[src/include/cfglk_params.svh]
// Constants for the configuration word and lock control block
// Overview of operation
// - Config bit 31 high hands the power-switch pin to USB, low to the port.
// - Config bit 30 high hands the identification pin to USB, low to the port.
// - Config bit 29 high allows one pin-routing reconfiguration, low allows many.
// - Config bit 28 high allows one module-disable reconfiguration, low allows many.
// - Config bits 15:0 hold a user identifier, readable by programming and scan ports.
// - Lock bit 13 blocks pin-routing register writes while set; resets to zero.
// - Lock bit 12 blocks module-disable register writes while set; resets to zero.
// - A lock bit changes only after the unlock sequence has been performed.
// - Lock control bit 3 enables the scan port; resets to one.
// - Lock control bit 0 selects output use in two-wire scan; resets to one.
// - Lock control bits 2:1 read one; bits 31:14 and 11:4 read zero.
`ifndef CFGLK_PARAMS_SVH
`define CFGLK_PARAMS_SVH

`define CFGLK_ADDR_W 8
`define CFGLK_OFS_CFG 8'h00
`define CFGLK_OFS_LOCK 8'h04
`define CFGLK_OFS_KEY 8'h08
`define CFGLK_OFS_STAT 8'h0C
`define CFGLK_REGION_LSB 6
`define CFGLK_REGION_CTRL 2'h0
`define CFGLK_REGION_ROUTE 2'h1
`define CFGLK_REGION_MDIS 2'h2

`define CFGLK_BIT_PWR_OWNER 31
`define CFGLK_BIT_ID_OWNER 30
`define CFGLK_BIT_ROUTE_ONE 29
`define CFGLK_BIT_MDIS_ONE 28
`define CFGLK_RSVD_HI 27
`define CFGLK_RSVD_LO 16
`define CFGLK_UID_HI 15
`define CFGLK_UID_LO 0
`define CFGLK_CFG_WORD_RST 32'hFFFF_FFFF

`define CFGLK_BIT_ROUTE_LOCK 13
`define CFGLK_BIT_MDIS_LOCK 12
`define CFGLK_BIT_SCAN_EN 3
`define CFGLK_BIT_TWO_WIRE 0
`define CFGLK_LOCK_ONES 32'h0000_0006
`define CFGLK_ROUTE_LOCK_RST 1'b0
`define CFGLK_MDIS_LOCK_RST 1'b0
`define CFGLK_SCAN_EN_RST 1'b1
`define CFGLK_TWO_WIRE_RST 1'b1

`define CFGLK_BIT_ST_UNLOCKED 0
`define CFGLK_BIT_ST_CFG_VALID 1
`define CFGLK_BIT_ST_ROUTE_REF 2
`define CFGLK_BIT_ST_MDIS_REF 3

`define CFGLK_KEY_FIRST 32'hAA99_6655
`define CFGLK_KEY_SECOND 32'h5566_99AA
`define CFGLK_CAPTURE_DELAY 2'h3
`define CFGLK_NUM_ROUTE 8
`define CFGLK_ROUTE_W 4
`define CFGLK_NUM_MDIS 4
`define CFGLK_MDIS_W 32

`endif

[src/include/cfglk_pkg.sv]
// Types shared by the configuration lock block
package cfglk_pkg;
	typedef struct packed {
		logic out;
		logic oe;
	} cfglk_drive_s;

	typedef struct packed {
		logic power_switch_pin_owner_sel;
		logic id_pin_owner_sel;
		logic pin_route_one_shot;
		logic module_disable_one_shot;
		logic [11:0] reserved;
		logic [15:0] user_identifier;
	} cfglk_cfg_word_s;

	typedef enum logic [1:0] {
		CFGLK_UL_IDLE = 2'b00,
		CFGLK_UL_HALF = 2'b01,
		CFGLK_UL_OPEN = 2'b10
	} cfglk_unlock_e;
endpackage

[src/rtl/cfglk_top.sv]
// Configuration word, lock control, pin ownership and guarded routing registers
//
// The address map and the APB register port were chosen for this implementation.
`timescale 1ns/1ns
`include "cfglk_params.svh"
module cfglk_top #(
	parameter int NUM_ROUTE = `CFGLK_NUM_ROUTE,
	parameter int ROUTE_W = `CFGLK_ROUTE_W,
	parameter int NUM_MDIS = `CFGLK_NUM_MDIS,
	parameter int MDIS_W = `CFGLK_MDIS_W
) (
	input wire logic pclk, // Bus clock, 250 MHz
	input wire logic presetn, // Async reset, active low
	input wire logic psel, // APB select
	input wire logic penable, // APB enable
	input wire logic pwrite, // APB direction
	input wire logic [`CFGLK_ADDR_W-1:0] paddr, // APB byte address
	input wire logic [31:0] pwdata, // APB write data
	output logic [31:0] prdata, // APB read data
	output logic pready, // APB ready
	output logic pslverr, // APB error
	input wire logic [31:0] cfg_word_in, // Nonvolatile config word
	input wire logic pwr_pad_in, // Power-switch pad level
	output cfglk_pkg::cfglk_drive_s pwr_pad, // Power-switch pad drive
	input wire cfglk_pkg::cfglk_drive_s usb_pwr, // USB drive for power pin
	input wire cfglk_pkg::cfglk_drive_s gpio_pwr, // Port drive for power pin
	output logic gpio_pwr_in, // Power pin level to port
	input wire logic id_pad_in, // Ident pad level
	output cfglk_pkg::cfglk_drive_s id_pad, // Ident pad drive
	input wire cfglk_pkg::cfglk_drive_s gpio_id, // Port drive for ident pin
	output logic usb_ident_in, // Ident level to USB
	output logic gpio_id_in, // Ident level to port
	output logic [15:0] user_identifier, // Id for programming and scan ports
	output logic scan_port_enable, // Scan port enabled
	output logic two_wire_out_use, // Two-wire scan uses data out
	output logic [NUM_ROUTE*ROUTE_W-1:0] pin_routing_registers, // Routing selects
	output logic [NUM_MDIS*MDIS_W-1:0] module_disable_registers // Module disables
);
	import cfglk_pkg::*;

	localparam int RIDX_W = (NUM_ROUTE > 1) ? $clog2(NUM_ROUTE) : 1;
	localparam int MIDX_W = (NUM_MDIS > 1) ? $clog2(NUM_MDIS) : 1;

	// Config word capture
	logic [31:0] cfg_sync1_reg;
	logic [31:0] cfg_sync2_reg;
	logic [1:0] cap_cnt_reg;
	logic cfg_valid_reg;
	cfglk_cfg_word_s cfg_word_reg;

	// Word is static while running but crosses in from the fuse array
	always_ff @(posedge pclk or negedge presetn) begin
		if (!presetn) begin
			cfg_sync1_reg <= `CFGLK_CFG_WORD_RST;
			cfg_sync2_reg <= `CFGLK_CFG_WORD_RST;
		end else begin
			cfg_sync1_reg <= cfg_word_in;
			cfg_sync2_reg <= cfg_sync1_reg;
		end
	end

	// Captured once after reset so owners cannot glitch mid-run
	wire cap_now = !cfg_valid_reg && (cap_cnt_reg == `CFGLK_CAPTURE_DELAY);

	always_ff @(posedge pclk or negedge presetn) begin
		if (!presetn)
			cap_cnt_reg <= 2'h0;
		else if (!cfg_valid_reg)
			cap_cnt_reg <= cap_cnt_reg + 2'h1;
	end

	always_ff @(posedge pclk or negedge presetn) begin
		if (!presetn)
			cfg_valid_reg <= 1'b0;
		else if (cap_now)
			cfg_valid_reg <= 1'b1;
	end

	// Later fuse changes are ignored until the next reset
	always_ff @(posedge pclk or negedge presetn) begin
		if (!presetn)
			cfg_word_reg <= `CFGLK_CFG_WORD_RST;
		else if (cap_now)
			cfg_word_reg <= cfg_sync2_reg;
	end

	wire own_pwr_usb = cfg_word_reg.power_switch_pin_owner_sel;
	wire own_id_usb = cfg_word_reg.id_pin_owner_sel;
	wire route_one_shot = cfg_word_reg.pin_route_one_shot;
	wire mdis_one_shot = cfg_word_reg.module_disable_one_shot;
	wire [31:0] cfg_word_rd = cfg_word_reg;

	assign user_identifier = cfg_word_reg.user_identifier;

	// Pad input synchronisers
	logic pwr_sync1_reg;
	logic pwr_sync2_reg;
	logic id_sync1_reg;
	logic id_sync2_reg;

	always_ff @(posedge pclk or negedge presetn) begin
		if (!presetn) begin
			pwr_sync1_reg <= 1'b0;
			pwr_sync2_reg <= 1'b0;
		end else begin
			pwr_sync1_reg <= pwr_pad_in;
			pwr_sync2_reg <= pwr_sync1_reg;
		end
	end

	always_ff @(posedge pclk or negedge presetn) begin
		if (!presetn) begin
			id_sync1_reg <= 1'b0;
			id_sync2_reg <= 1'b0;
		end else begin
			id_sync1_reg <= id_pad_in;
			id_sync2_reg <= id_sync2_next_src(id_sync1_reg);
		end
	end

	function automatic logic id_sync2_next_src(input logic v);
		id_sync2_next_src = v;
	endfunction

	// Ownership muxes; the non-owner sees a quiet low level
	assign pwr_pad = own_pwr_usb ? usb_pwr : gpio_pwr;
	assign gpio_pwr_in = own_pwr_usb ? 1'b0 : pwr_sync2_reg;
	assign id_pad = own_id_usb ? '0 : gpio_id;
	assign usb_ident_in = own_id_usb ? id_sync2_reg : 1'b0;
	assign gpio_id_in = own_id_usb ? 1'b0 : id_sync2_reg;

	// APB decode
	// Register map, one word each:
	//   0x00 config word, read only; writes ignored
	//   0x04 lock control
	//   0x08 unlock key, write only, reads zero
	//   0x0C status, write one to clear refusal flags
	//   0x40 + 4*i routing entry i
	//   0x80 + 4*i module-disable entry i
	// Anything else answers with an error
	logic pready_reg;
	logic pslverr_reg;
	logic [31:0] prdata_reg;

	wire [1:0] region = paddr[`CFGLK_REGION_LSB +: 2];
	wire aligned = (paddr[1:0] == 2'h0);
	wire [RIDX_W-1:0] route_idx = paddr[2 +: RIDX_W];
	wire [MIDX_W-1:0] mdis_idx = paddr[2 +: MIDX_W];
	wire [`CFGLK_ADDR_W-1:0] route_top = paddr >> (2 + RIDX_W);
	wire [`CFGLK_ADDR_W-1:0] mdis_top = paddr >> (2 + MIDX_W);
	wire [`CFGLK_ADDR_W-1:0] route_top_ok = `CFGLK_ADDR_W'(`CFGLK_REGION_ROUTE) << (`CFGLK_REGION_LSB - 2 - RIDX_W);
	wire [`CFGLK_ADDR_W-1:0] mdis_top_ok = `CFGLK_ADDR_W'(`CFGLK_REGION_MDIS) << (`CFGLK_REGION_LSB - 2 - MIDX_W);

	wire sel_cfg = (paddr == `CFGLK_OFS_CFG);
	wire sel_lock = (paddr == `CFGLK_OFS_LOCK);
	wire sel_key = (paddr == `CFGLK_OFS_KEY);
	wire sel_stat = (paddr == `CFGLK_OFS_STAT);
	wire sel_route = aligned && (region == `CFGLK_REGION_ROUTE) && (route_top == route_top_ok)
		&& (32'(route_idx) < NUM_ROUTE);
	wire sel_mdis = aligned && (region == `CFGLK_REGION_MDIS) && (mdis_top == mdis_top_ok)
		&& (32'(mdis_idx) < NUM_MDIS);
	wire mapped = sel_cfg || sel_lock || sel_key || sel_stat || sel_route || sel_mdis;

	wire access = psel && penable;
	wire done = access && pready_reg;
	wire wr_done = done && pwrite;

	// Lock control and status state
	logic route_lock_reg;
	logic mdis_lock_reg;
	logic scan_en_reg;
	logic two_wire_reg;
	logic route_ref_reg;
	logic mdis_ref_reg;
	logic unlocked;

	wire route_refuse = sel_route && pwrite && route_lock_reg;
	wire mdis_refuse = sel_mdis && pwrite && mdis_lock_reg;
	wire err_now = !mapped || route_refuse || mdis_refuse;

	wire key_wr_s = wr_done && sel_key;
	wire ctrl_wr = wr_done && sel_lock;

	cfglk_unlock u_unlock (
		.pclk(pclk),
		.presetn(presetn),
		.key_wr(key_wr_s),
		.key_data(pwdata),
		.relock(ctrl_wr),
		.unlocked(unlocked)
	);

	// Lock bit may move only while unlocked; one-shot pins a set bit
	wire route_lock_wr = ctrl_wr && unlocked;
	wire mdis_lock_wr = ctrl_wr && unlocked;
	wire route_lock_next = (route_one_shot && route_lock_reg) ? 1'b1
		: pwdata[`CFGLK_BIT_ROUTE_LOCK];
	wire mdis_lock_next = (mdis_one_shot && mdis_lock_reg) ? 1'b1
		: pwdata[`CFGLK_BIT_MDIS_LOCK];

	always_ff @(posedge pclk or negedge presetn) begin
		if (!presetn)
			route_lock_reg <= `CFGLK_ROUTE_LOCK_RST;
		else if (route_lock_wr)
			route_lock_reg <= route_lock_next;
	end

	always_ff @(posedge pclk or negedge presetn) begin
		if (!presetn)
			mdis_lock_reg <= `CFGLK_MDIS_LOCK_RST;
		else if (mdis_lock_wr)
			mdis_lock_reg <= mdis_lock_next;
	end

	// Scan controls need no unlock sequence
	always_ff @(posedge pclk or negedge presetn) begin
		if (!presetn)
			scan_en_reg <= `CFGLK_SCAN_EN_RST;
		else if (ctrl_wr)
			scan_en_reg <= pwdata[`CFGLK_BIT_SCAN_EN];
	end

	always_ff @(posedge pclk or negedge presetn) begin
		if (!presetn)
			two_wire_reg <= `CFGLK_TWO_WIRE_RST;
		else if (ctrl_wr)
			two_wire_reg <= pwdata[`CFGLK_BIT_TWO_WIRE];
	end

	assign scan_port_enable = scan_en_reg;
	assign two_wire_out_use = two_wire_reg;

	// Refused-write flags: new refusal wins over a write-one clear
	wire st_clr = wr_done && sel_stat;
	wire route_ref_set = wr_done && route_refuse;
	wire mdis_ref_set = wr_done && mdis_refuse;

	always_ff @(posedge pclk or negedge presetn) begin
		if (!presetn)
			route_ref_reg <= 1'b0;
		else if (route_ref_set)
			route_ref_reg <= 1'b1;
		else if (st_clr && pwdata[`CFGLK_BIT_ST_ROUTE_REF])
			route_ref_reg <= 1'b0;
	end

	always_ff @(posedge pclk or negedge presetn) begin
		if (!presetn)
			mdis_ref_reg <= 1'b0;
		else if (mdis_ref_set)
			mdis_ref_reg <= 1'b1;
		else if (st_clr && pwdata[`CFGLK_BIT_ST_MDIS_REF])
			mdis_ref_reg <= 1'b0;
	end

	// Guarded register banks
	// Lock is checked at the completing edge, not at setup
	logic [ROUTE_W-1:0] route_reg [NUM_ROUTE];
	logic [MDIS_W-1:0] mdis_reg [NUM_MDIS];

	genvar gi;
	generate
		for (gi = 0; gi < NUM_ROUTE; gi++) begin : g_route
			wire hit = wr_done && sel_route && !route_lock_reg && (32'(route_idx) == gi);
			always_ff @(posedge pclk or negedge presetn) begin
				if (!presetn)
					route_reg[gi] <= '0;
				else if (hit)
					route_reg[gi] <= pwdata[ROUTE_W-1:0];
			end
			assign pin_routing_registers[gi*ROUTE_W +: ROUTE_W] = route_reg[gi];
		end
		for (gi = 0; gi < NUM_MDIS; gi++) begin : g_mdis
			wire hit = wr_done && sel_mdis && !mdis_lock_reg && (32'(mdis_idx) == gi);
			always_ff @(posedge pclk or negedge presetn) begin
				if (!presetn)
					mdis_reg[gi] <= '0;
				else if (hit)
					mdis_reg[gi] <= pwdata[MDIS_W-1:0];
			end
			assign module_disable_registers[gi*MDIS_W +: MDIS_W] = mdis_reg[gi];
		end
	endgenerate

	// Read data assembly
	logic [31:0] lock_rd;
	always_comb begin
		lock_rd = `CFGLK_LOCK_ONES;
		lock_rd[`CFGLK_BIT_ROUTE_LOCK] = route_lock_reg;
		lock_rd[`CFGLK_BIT_MDIS_LOCK] = mdis_lock_reg;
		lock_rd[`CFGLK_BIT_SCAN_EN] = scan_en_reg;
		lock_rd[`CFGLK_BIT_TWO_WIRE] = two_wire_reg;
	end

	logic [31:0] stat_rd;
	always_comb begin
		stat_rd = 32'h0000_0000;
		stat_rd[`CFGLK_BIT_ST_UNLOCKED] = unlocked;
		stat_rd[`CFGLK_BIT_ST_CFG_VALID] = cfg_valid_reg;
		stat_rd[`CFGLK_BIT_ST_ROUTE_REF] = route_ref_reg;
		stat_rd[`CFGLK_BIT_ST_MDIS_REF] = mdis_ref_reg;
	end

	wire [31:0] route_rd = 32'(route_reg[route_idx]);
	wire [31:0] mdis_rd = 32'(mdis_reg[mdis_idx]);
	wire [31:0] rd_mux = sel_cfg ? cfg_word_rd
		: sel_lock ? lock_rd
		: sel_stat ? stat_rd
		: sel_route ? route_rd
		: sel_mdis ? mdis_rd
		: 32'h0000_0000;

	// One wait state so read data leaves a flip-flop
	wire first_acc = access && !pready_reg;

	always_ff @(posedge pclk or negedge presetn) begin
		if (!presetn)
			pready_reg <= 1'b0;
		else
			pready_reg <= first_acc;
	end

	always_ff @(posedge pclk or negedge presetn) begin
		if (!presetn)
			pslverr_reg <= 1'b0;
		else
			pslverr_reg <= first_acc && err_now;
	end

	// Holds the last transfer's word between transfers; a write leaves zero
	always_ff @(posedge pclk or negedge presetn) begin
		if (!presetn)
			prdata_reg <= 32'h0000_0000;
		else if (first_acc)
			prdata_reg <= pwrite ? 32'h0000_0000 : rd_mux;
	end

	assign pready = pready_reg;
	assign pslverr = pslverr_reg;
	assign prdata = prdata_reg;
endmodule // cfglk_top

[src/rtl/cfglk_unlock.sv]
// Two-key unlock sequencer guarding the lock bits
`timescale 1ns/1ns
`include "cfglk_params.svh"
module cfglk_unlock (
	input wire logic pclk, // Bus clock
	input wire logic presetn, // Async reset, active low
	input wire logic key_wr, // Write to key register completes
	input wire logic [31:0] key_data, // Written key value
	input wire logic relock, // Lock control write completes
	output logic unlocked // Sequence performed
);
	import cfglk_pkg::*;

	cfglk_unlock_e state_reg;
	cfglk_unlock_e state_next;

	wire first_ok = (key_data == `CFGLK_KEY_FIRST);
	wire second_ok = (key_data == `CFGLK_KEY_SECOND);

	always_comb begin
		state_next = state_reg;
		case (state_reg)
			CFGLK_UL_IDLE: begin
				if (key_wr && first_ok)
					state_next = CFGLK_UL_HALF;
			end
			CFGLK_UL_HALF: begin
				// Any other key value aborts the sequence
				if (key_wr)
					state_next = second_ok ? CFGLK_UL_OPEN : CFGLK_UL_IDLE;
			end
			CFGLK_UL_OPEN: begin
				// Unlock is spent by one lock control write or one key write
				if (relock || key_wr)
					state_next = CFGLK_UL_IDLE;
			end
			default: state_next = CFGLK_UL_IDLE;
		endcase
	end

	always_ff @(posedge pclk or negedge presetn) begin
		if (!presetn)
			state_reg <= CFGLK_UL_IDLE;
		else
			state_reg <= state_next;
	end

	assign unlocked = (state_reg == CFGLK_UL_OPEN);
endmodule // cfglk_unlock

[config.mk]
export PLATFORM = sky130hd
export DESIGN_NAME = cfglk_top
export DESIGN_NICKNAME = d
export VERILOG_FILES = /design/src/include/cfglk_pkg.sv /design/src/rtl/cfglk_top.sv /design/src/rtl/cfglk_unlock.sv
export VERILOG_INCLUDE_DIRS = /design/src /design/src/include
export SDC_FILE = /design/constraint.sdc
export NUM_CORES = 1
export LEC_CHECK = 0
export BUFFER_PORTS_ARGS = -buffer_cell sky130_fd_sc_hd__buf_4
export CAP_MARGIN = 30
export CORE_MARGIN = 2
export CORE_UTILIZATION = 45
export DETAILED_ROUTE_END_ITERATION = 6
export GPL_TIMING_DRIVEN = 0
export PLACE_DENSITY = 0.75
export SLEW_MARGIN = 20
export SYNTH_ARGS = -nofsm -noshare
export SYNTH_HDL_FRONTEND = slang
export SYNTH_HIERARCHICAL = 1
export SYNTH_SLANG_ARGS = --single-unit
[constraint.sdc]
create_clock -name pclk -period 2.3 [get_ports pclk]
set_input_delay 0.46 -clock pclk [delete_from_list [all_inputs] [get_ports pclk]]
set_output_delay 0.46 -clock pclk [all_outputs]
set_load 0.05 [all_outputs]
After elaboration in Yosys (flattened, before gate mapping):

Cells that the tools add are included.

* register bits: 305
* bits of input ports: 85
* output and inout port bits: 219

* magnitude comparators: 2
* multiplexer cells: 28
* reduce and logical (&&, ||, !) cells: 62
* add/sub/neg operators: 1
* bitwise gates (word level): 2
* equality and inequality tests: 25

Operators with widths (number)
* 2-to-1 mux 32 bit: 8
* binary-select mux 32 bit (select 2 bit): 1
* logical AND 1 bit: 41
* == test 32 x 31 -> 1 bit, second input constant: 1
* == test 32 bit, second input constant: 1
* == test 8 x 4 -> 1 bit, second input constant: 2
* binary-select mux 4 bit (select 3 bit): 1
* == test 3 bit, second input constant: 4
* 2-to-1 mux 2 bit: 6
* == test 2 bit, second input constant: 5
* == test 3 x 2 -> 1 bit, second input constant: 3
* 2-to-1 mux 1 bit: 9
* == test 8 x 3 -> 1 bit, second input constant: 1
* logical NOT 8 bit: 1
* logical OR 1 bit: 8
* 2-to-1 mux 4 bit: 2
* == test 2 x 1 -> 1 bit, second input constant: 3
* logical NOT 2 bit: 3
* != test 2 x 1 -> 1 bit, second input constant: 3
* case mux 2 bit (3 select lines): 1
* logical NOT 1 bit: 5
* == test 4 bit, second input constant: 1
* >= comparator 4 bit, second input constant: 1
* inverter 3 -> 4 bit: 1
* 7 further kinds: 8

Logic depth before layout (Yosys ltp):

* depth after elaboration: 10
* mapped depth: 8
* depth with buffers taken out: 7

Cells and area by module:

Netlist, hierarchy kept.

Modules (own cells, without submodules)
* cfglk_top: times used 1, cells an instance 798, seq. area each 7704.9 µm², area an instance 12539.5 µm²
* cfglk_unlock: times used 1, cells an instance 33, seq. area each 50.0 µm², area an instance 329.1 µm²

Least setup slack after synthesis:

Ideal clock, no wire load.

* path kind: register to register
* from: register pready_reg (netlist: pready)
* to: register u_unlock.state_reg[0]
* arrival time: 2064 ps
* setup time: 101 ps
* required time: 2199 ps
* clock period less this slack: 2164 ps
* slack: 136 ps
* stages on the path, launching flop included: 7
* path through: dfrtp_1 nand4_4 nor4_4 nor2b_1 and4bb_2 nand4_1 o32ai_1

* word-level cells in the longest chain between the ends: 6
* elaborated cells on any way between the ends: 10
* those cells by class: eq/ne: 3; reduce/logical: 7

Ends and longest elaborated chain
* start, declared: RTL line cfglk_top.sv:141 `logic pready_reg;`
* start signal, assigned: RTL line cfglk_top.sv:320 `pready_reg <= first_acc;`
* logical AND 1 bit (*): RTL line cfglk_top.sv:165 `wire done = access && pready_reg;`
* logical AND 1 bit (*): RTL line cfglk_top.sv:166 `wire wr_done = done && pwrite;`
* logical AND 1 bit (*): RTL line cfglk_top.sv:181 `wire key_wr_s = wr_done && sel_key;`
* net key_wr_s: RTL line cfglk_top.sv:181
* logical AND 1 bit / logical OR 1 bit (equally long branches): RTL line cfglk_unlock.sv:24, cfglk_unlock.sv:34
* != test 2 x 1 -> 1 bit (no source line)
* AND reduction 3 bit (no source line) (*)
* end signal, assigned: RTL line cfglk_unlock.sv:45 `state_reg <= state_next;`
* end, declared: RTL line cfglk_unlock.sv:14 `cfglk_unlock_e state_reg;`

Mark *: on every way through the listed nets, which the timed path passes. The rest lies on a longest branch.
A chain may end at the register's enable or synchronous reset.

Worst setup path after layout:

* from: register pready_reg (netlist: pready)
* to: register mdis_reg, in the netlist module_disable_registers[36]

* word-level cells in the longest chain between the ends: 5

Ends and longest elaborated chain
* logical AND 1 bit: RTL line cfglk_top.sv:165
* logical AND 1 bit: RTL line cfglk_top.sv:166
* logical AND 1 bit (3 in series): RTL line cfglk_top.sv:274 `wire hit = wr_done && sel_mdis && !mdis_lock_reg && (32'(mdis_idx) == gi);`
* end signal, assigned by index: RTL line cfglk_top.sv:279 `mdis_reg[gi] <= pwdata[MDIS_W-1:0];`
* end, declared: RTL line cfglk_top.sv:259 `logic [MDIS_W-1:0] mdis_reg [NUM_MDIS];`

No other way between the ends.

==> metrics.md <==
| Metric | Value |
|---|---|
| Clock buffer depth | `3` |
| Cell variety after synth | `59` |
| Count of antenna diodes in the layout | `0` |
| Count of endpoints failing hold in the final timing report | `0` |
| FF+latch count, synth | `305` |
| Number of clock buffers inserted by TritonCTS | `34` |
| Transition time of the tightest slew-check pin | `0.886 ns` |
| Number of iterations in the first detailed-routing pass | `5` |
| Total power per unit cell area | `699 mW/mm^2` |
| Final-report max-slew violation count | `0` |
| Max IR drop VDD | `0.418 mV` |
| Average wire per cell in the routed design | `23.5 microns` |
| Number of cells traversed by the worst register-to-register path | `4` |
| Post-synthesis async set-or-reset flop share | `100%` |
| Hold Crit Class | `in -> reg` |
| Global routing usage summed across all routing layers | `24.8%` |
| HPWL after detailed placement | `27000 microns` |
| Die extent in y | `173 microns` |
| First-pass GRT wire length | `56700 microns` |
| Number of cells after detailed placement | `1515` |
| R2R setup slack | `0.15 ns` |
| Number of max-cap violations | `0` |
| Gate count of the mapped netlist | `831` |
| Cell leakage power | `8.02 nW` |
| CTS HTree Levels | `2` |
| Routed via count | `8679` |
| Worst R2R Start | `pready` |
| Register clock-pin slew on the reported worst setup and hold paths | `0.06 ns` |
| Unrepaired setup endpoints after global routing | `no` |
| Largest net degree at the start of global routing | `99` |
| Worst max-slew margin expressed relative to the limit | `40.9%` |
| Final-stage net count | `1262` |
| Critical path start-end classification | `reg -> reg` |
| Post-Synthesis Net Count | `917` |
| Number of antenna violations at the first check in global routing | `0` |
| I/O pins | `304` |
| Final setup vio count | `0` |
| Clock tree root driver cell | `sky130_fd_sc_hd__clkbuf_16` |
| Number of nets with antenna violations after routing | `0` |
| Initial cell density of the core | `46.1%` |
| Core region area | `0.0279 sq mm` |
| Dominant synthesized flop cell | `sky130_fd_sc_hd__dfrtp_1` |
| Seq/Total Area, Yosys | `60.3%` |
| Final design utilization | `60.3%` |
| Port-buffer cells | `303` |
| Filler Cell Count | `2236` |
| Data arrival at the endpoint of the critical path | `2.53 ns` |
| Startpoint types | `register` |
| Maximum operating frequency | `0.465 GHz` |
| Die width | `173 microns` |
| Via count of the first global-routing pass | `8995` |
| Area growth from synthesis to final layout | `30.9%` |
| Capturing element type of the critical path | `register` |
| Drt initial violations | `627` |
| Syn. warnings | `6` |
| Share of layout cells above drive strength 1 | `62.2%` |
| Final Cycle Share | `93.5%` |
| Total area of sequential cells | `0.00775 sq mm` |
| Setup crit start | `pready` |
| Worst-skew pair later-pin latency | `0.51 ns` |
| Worst-case setup margin in the final layout | `0.148 ns` |
| Worst path max stage delay | `0.58 ns` |
| Non-filler cells, final | `1580` |
| Via/cell ratio | `5.49` |
| Area of the die | `0.0300 sq mm` |
| Worst setup path endpoint | `module_disable_registers[36]` |
| Overall routed net length | `37100 microns` |
| Layout Skew | `0.0175 ns` |
| CTS tree | `built` |
| Final Critical Period | `2.15 ns` |
| Routability congestion estimate from global placement | `0.905` |
| Largest register FFs | `128` |
| Synthesized cell area | `0.0129 sq mm` |
| Final global-route overflow total | `0` |
| Count of standard-cell rows | `61` |
| Endpoint of the lowest-slack register-to-register path | `module_disable_registers[36]` |
| Worst-path cell chain | `nand4_4 > nor4_4 > buf_4 > mux2_2` |
| Required time of the worst setup path | `2.68 ns` |
| # DRC | `0` |
| Footprint of the multi-input gates | `0.00471 sq mm` |
| Result of the run | `complete, no violations` |
| Slowest stage cell on the critical path | `sky130_fd_sc_hd__nor4_4` |
| Sink Count | `305` |
| Mean instance size in the synthesized netlist | `15.5 sq um` |
| Worst slack at placement | `-0.408 ns` |
| Maximum fanout along the worst path | `10` |
| Number of enable flip-flop cells after synthesis | `0` |
worst min path at each step:
| stage | end | cells after the start | from |
|---|---|---|---|
| final | cfg_sync1_reg[26] | 1 | cfg_word_in[26] |
| after global routing | cfg_sync1_reg[23] | 1 | cfg_word_in[23] |
| after CTS | cfg_sync1_reg[26] | 1 | cfg_word_in[26] |
| after detailed placement | id_sync2_reg | 0 | id_sync1_reg |
| after global placement | id_sync2_reg | 0 | id_sync1_reg |
| after floorplan | cap_cnt_reg[0] | 0 | presetn |
stage by stage:
step / hold slack (ns) / cell area [sq um] / setup TNS, ns / power [mW]
6_report: 0.0597 / 16800 / 0 / 11.8
3_3_place_gp: 0.334 / 15600 / -487.33 / 6.44
2_1_floorplan: 0.164 / 12900 / 0 / 6.01
3_5_place_dp: 0.344 / 15700 / -23.46 / 6.47
4_1_cts: 0.0391 / 16800 / 0 / 11.9
5_1_grt: 0.0401 / 16800 / 0 / 12.2
where the power goes:
group / switching (mW) / internal (mW)
combinational: 0.495 / 0.286
clock: 2.08 / 3.31
sequential: 0.0557 / 5.54
total: 2.63 / 9.14
cell families after synthesis:
group / count (synthesis) / share of synthesized area, %
mux: 247 / 25.2
flops: 305 / 60.3
xor+xnor: 1 / 0.0681
buf+inv: 67 / 3.18
simple gates: 132 / 7.13
compound gates: 78 / 4.11
fa+ha+maj: 1 / 0.0972
synth_stat cells (all sizes together) (2+ instances only):
master	instances	area [sq um]
a211o	2	17.5
a21oi	2	10.0
a22o	3	26.3
a22oi	26	195
a32o	3	30.0
and2	2	12.5
and2b	2	15.0
and3	2	12.5
and4bb	11	138
buf	50	345
clkbuf	13	48.8
dfrtp	207	5180
dfstp	98	2570
inv	4	15.0
mux2	201	2300
mux2i	8	80.1
mux4	38	856
nand2	38	143
nand2b	5	31.3
nand3	2	22.5
nand4	9	71.3
nand4b	2	17.5
nor2	15	58.8
nor2b	17	106
nor3	7	51.3
nor4	7	134
nor4b	2	17.5
nor4bb	2	20.0
o21ai	29	145
o22ai	2	12.5
o32ai	3	26.3
o41ai	2	17.5
or2	5	31.3
critical path, delay by kind of cell, from the launching register on:
kind                   cells  cell delay (ns)
buffers and inverters      1             0.35
DFF                        1             0.45
muxes                      1             0.37
and+or+nand+nor            2             0.85
area by class of cell:
cell class,count,area share [%]
plain buffers,63,2.35
clock inverters,3,0.386
repair buffers,309,14.2
multi-input cells,459,27.9
inverters,4,0.0891
well taps,378,2.81
flip-flops and latches,305,46.0
clock buffers,59,6.22
layer usage:
metal	track usage, %	share of wire (%)	up-vias
met5	0	0	-
met3	5.39	6.7	61
li1	-	-	3739
met4	6.57	2.3	0
met1	34.2	43	4546
met2	40.1	48	333
timing repair:
| item | in CTS | in global routing |
|---|---|---|
| gates cloned | 0 | 0 |
| hold endpoints to repair | 35 | 0 |
| setup buffers | 1 | 0 |
| setup endpoints to repair | 7 | 1 |
| resized for setup | 1 | 1 |
| hold buffers | 1 | 0 |
placed cells by master, fill, tap and decap left out, types with 7 or more instances in the layout:
cell type and n:
sky130_fd_sc_hd__nand2_1 38, sky130_fd_sc_hd__and4bb_2 9, sky130_fd_sc_hd__nand4_1 8, sky130_fd_sc_hd__mux4_2 38
sky130_fd_sc_hd__dfrtp_1 207, sky130_fd_sc_hd__clkbuf_16 37, sky130_fd_sc_hd__clkbuf_1 30, sky130_fd_sc_hd__nor2b_1 16
sky130_fd_sc_hd__o21ai_0 22, sky130_fd_sc_hd__a22oi_1 26, sky130_fd_sc_hd__dfstp_2 98, sky130_fd_sc_hd__mux2i_1 8
sky130_fd_sc_hd__buf_4 336, sky130_fd_sc_hd__mux2_1 10, sky130_fd_sc_hd__mux2_4 10, sky130_fd_sc_hd__o21ai_1 7
sky130_fd_sc_hd__nor2_1 14, sky130_fd_sc_hd__buf_1 8, sky130_fd_sc_hd__mux2_2 181
No activity file was read; power rests on OpenSTA's default activity.
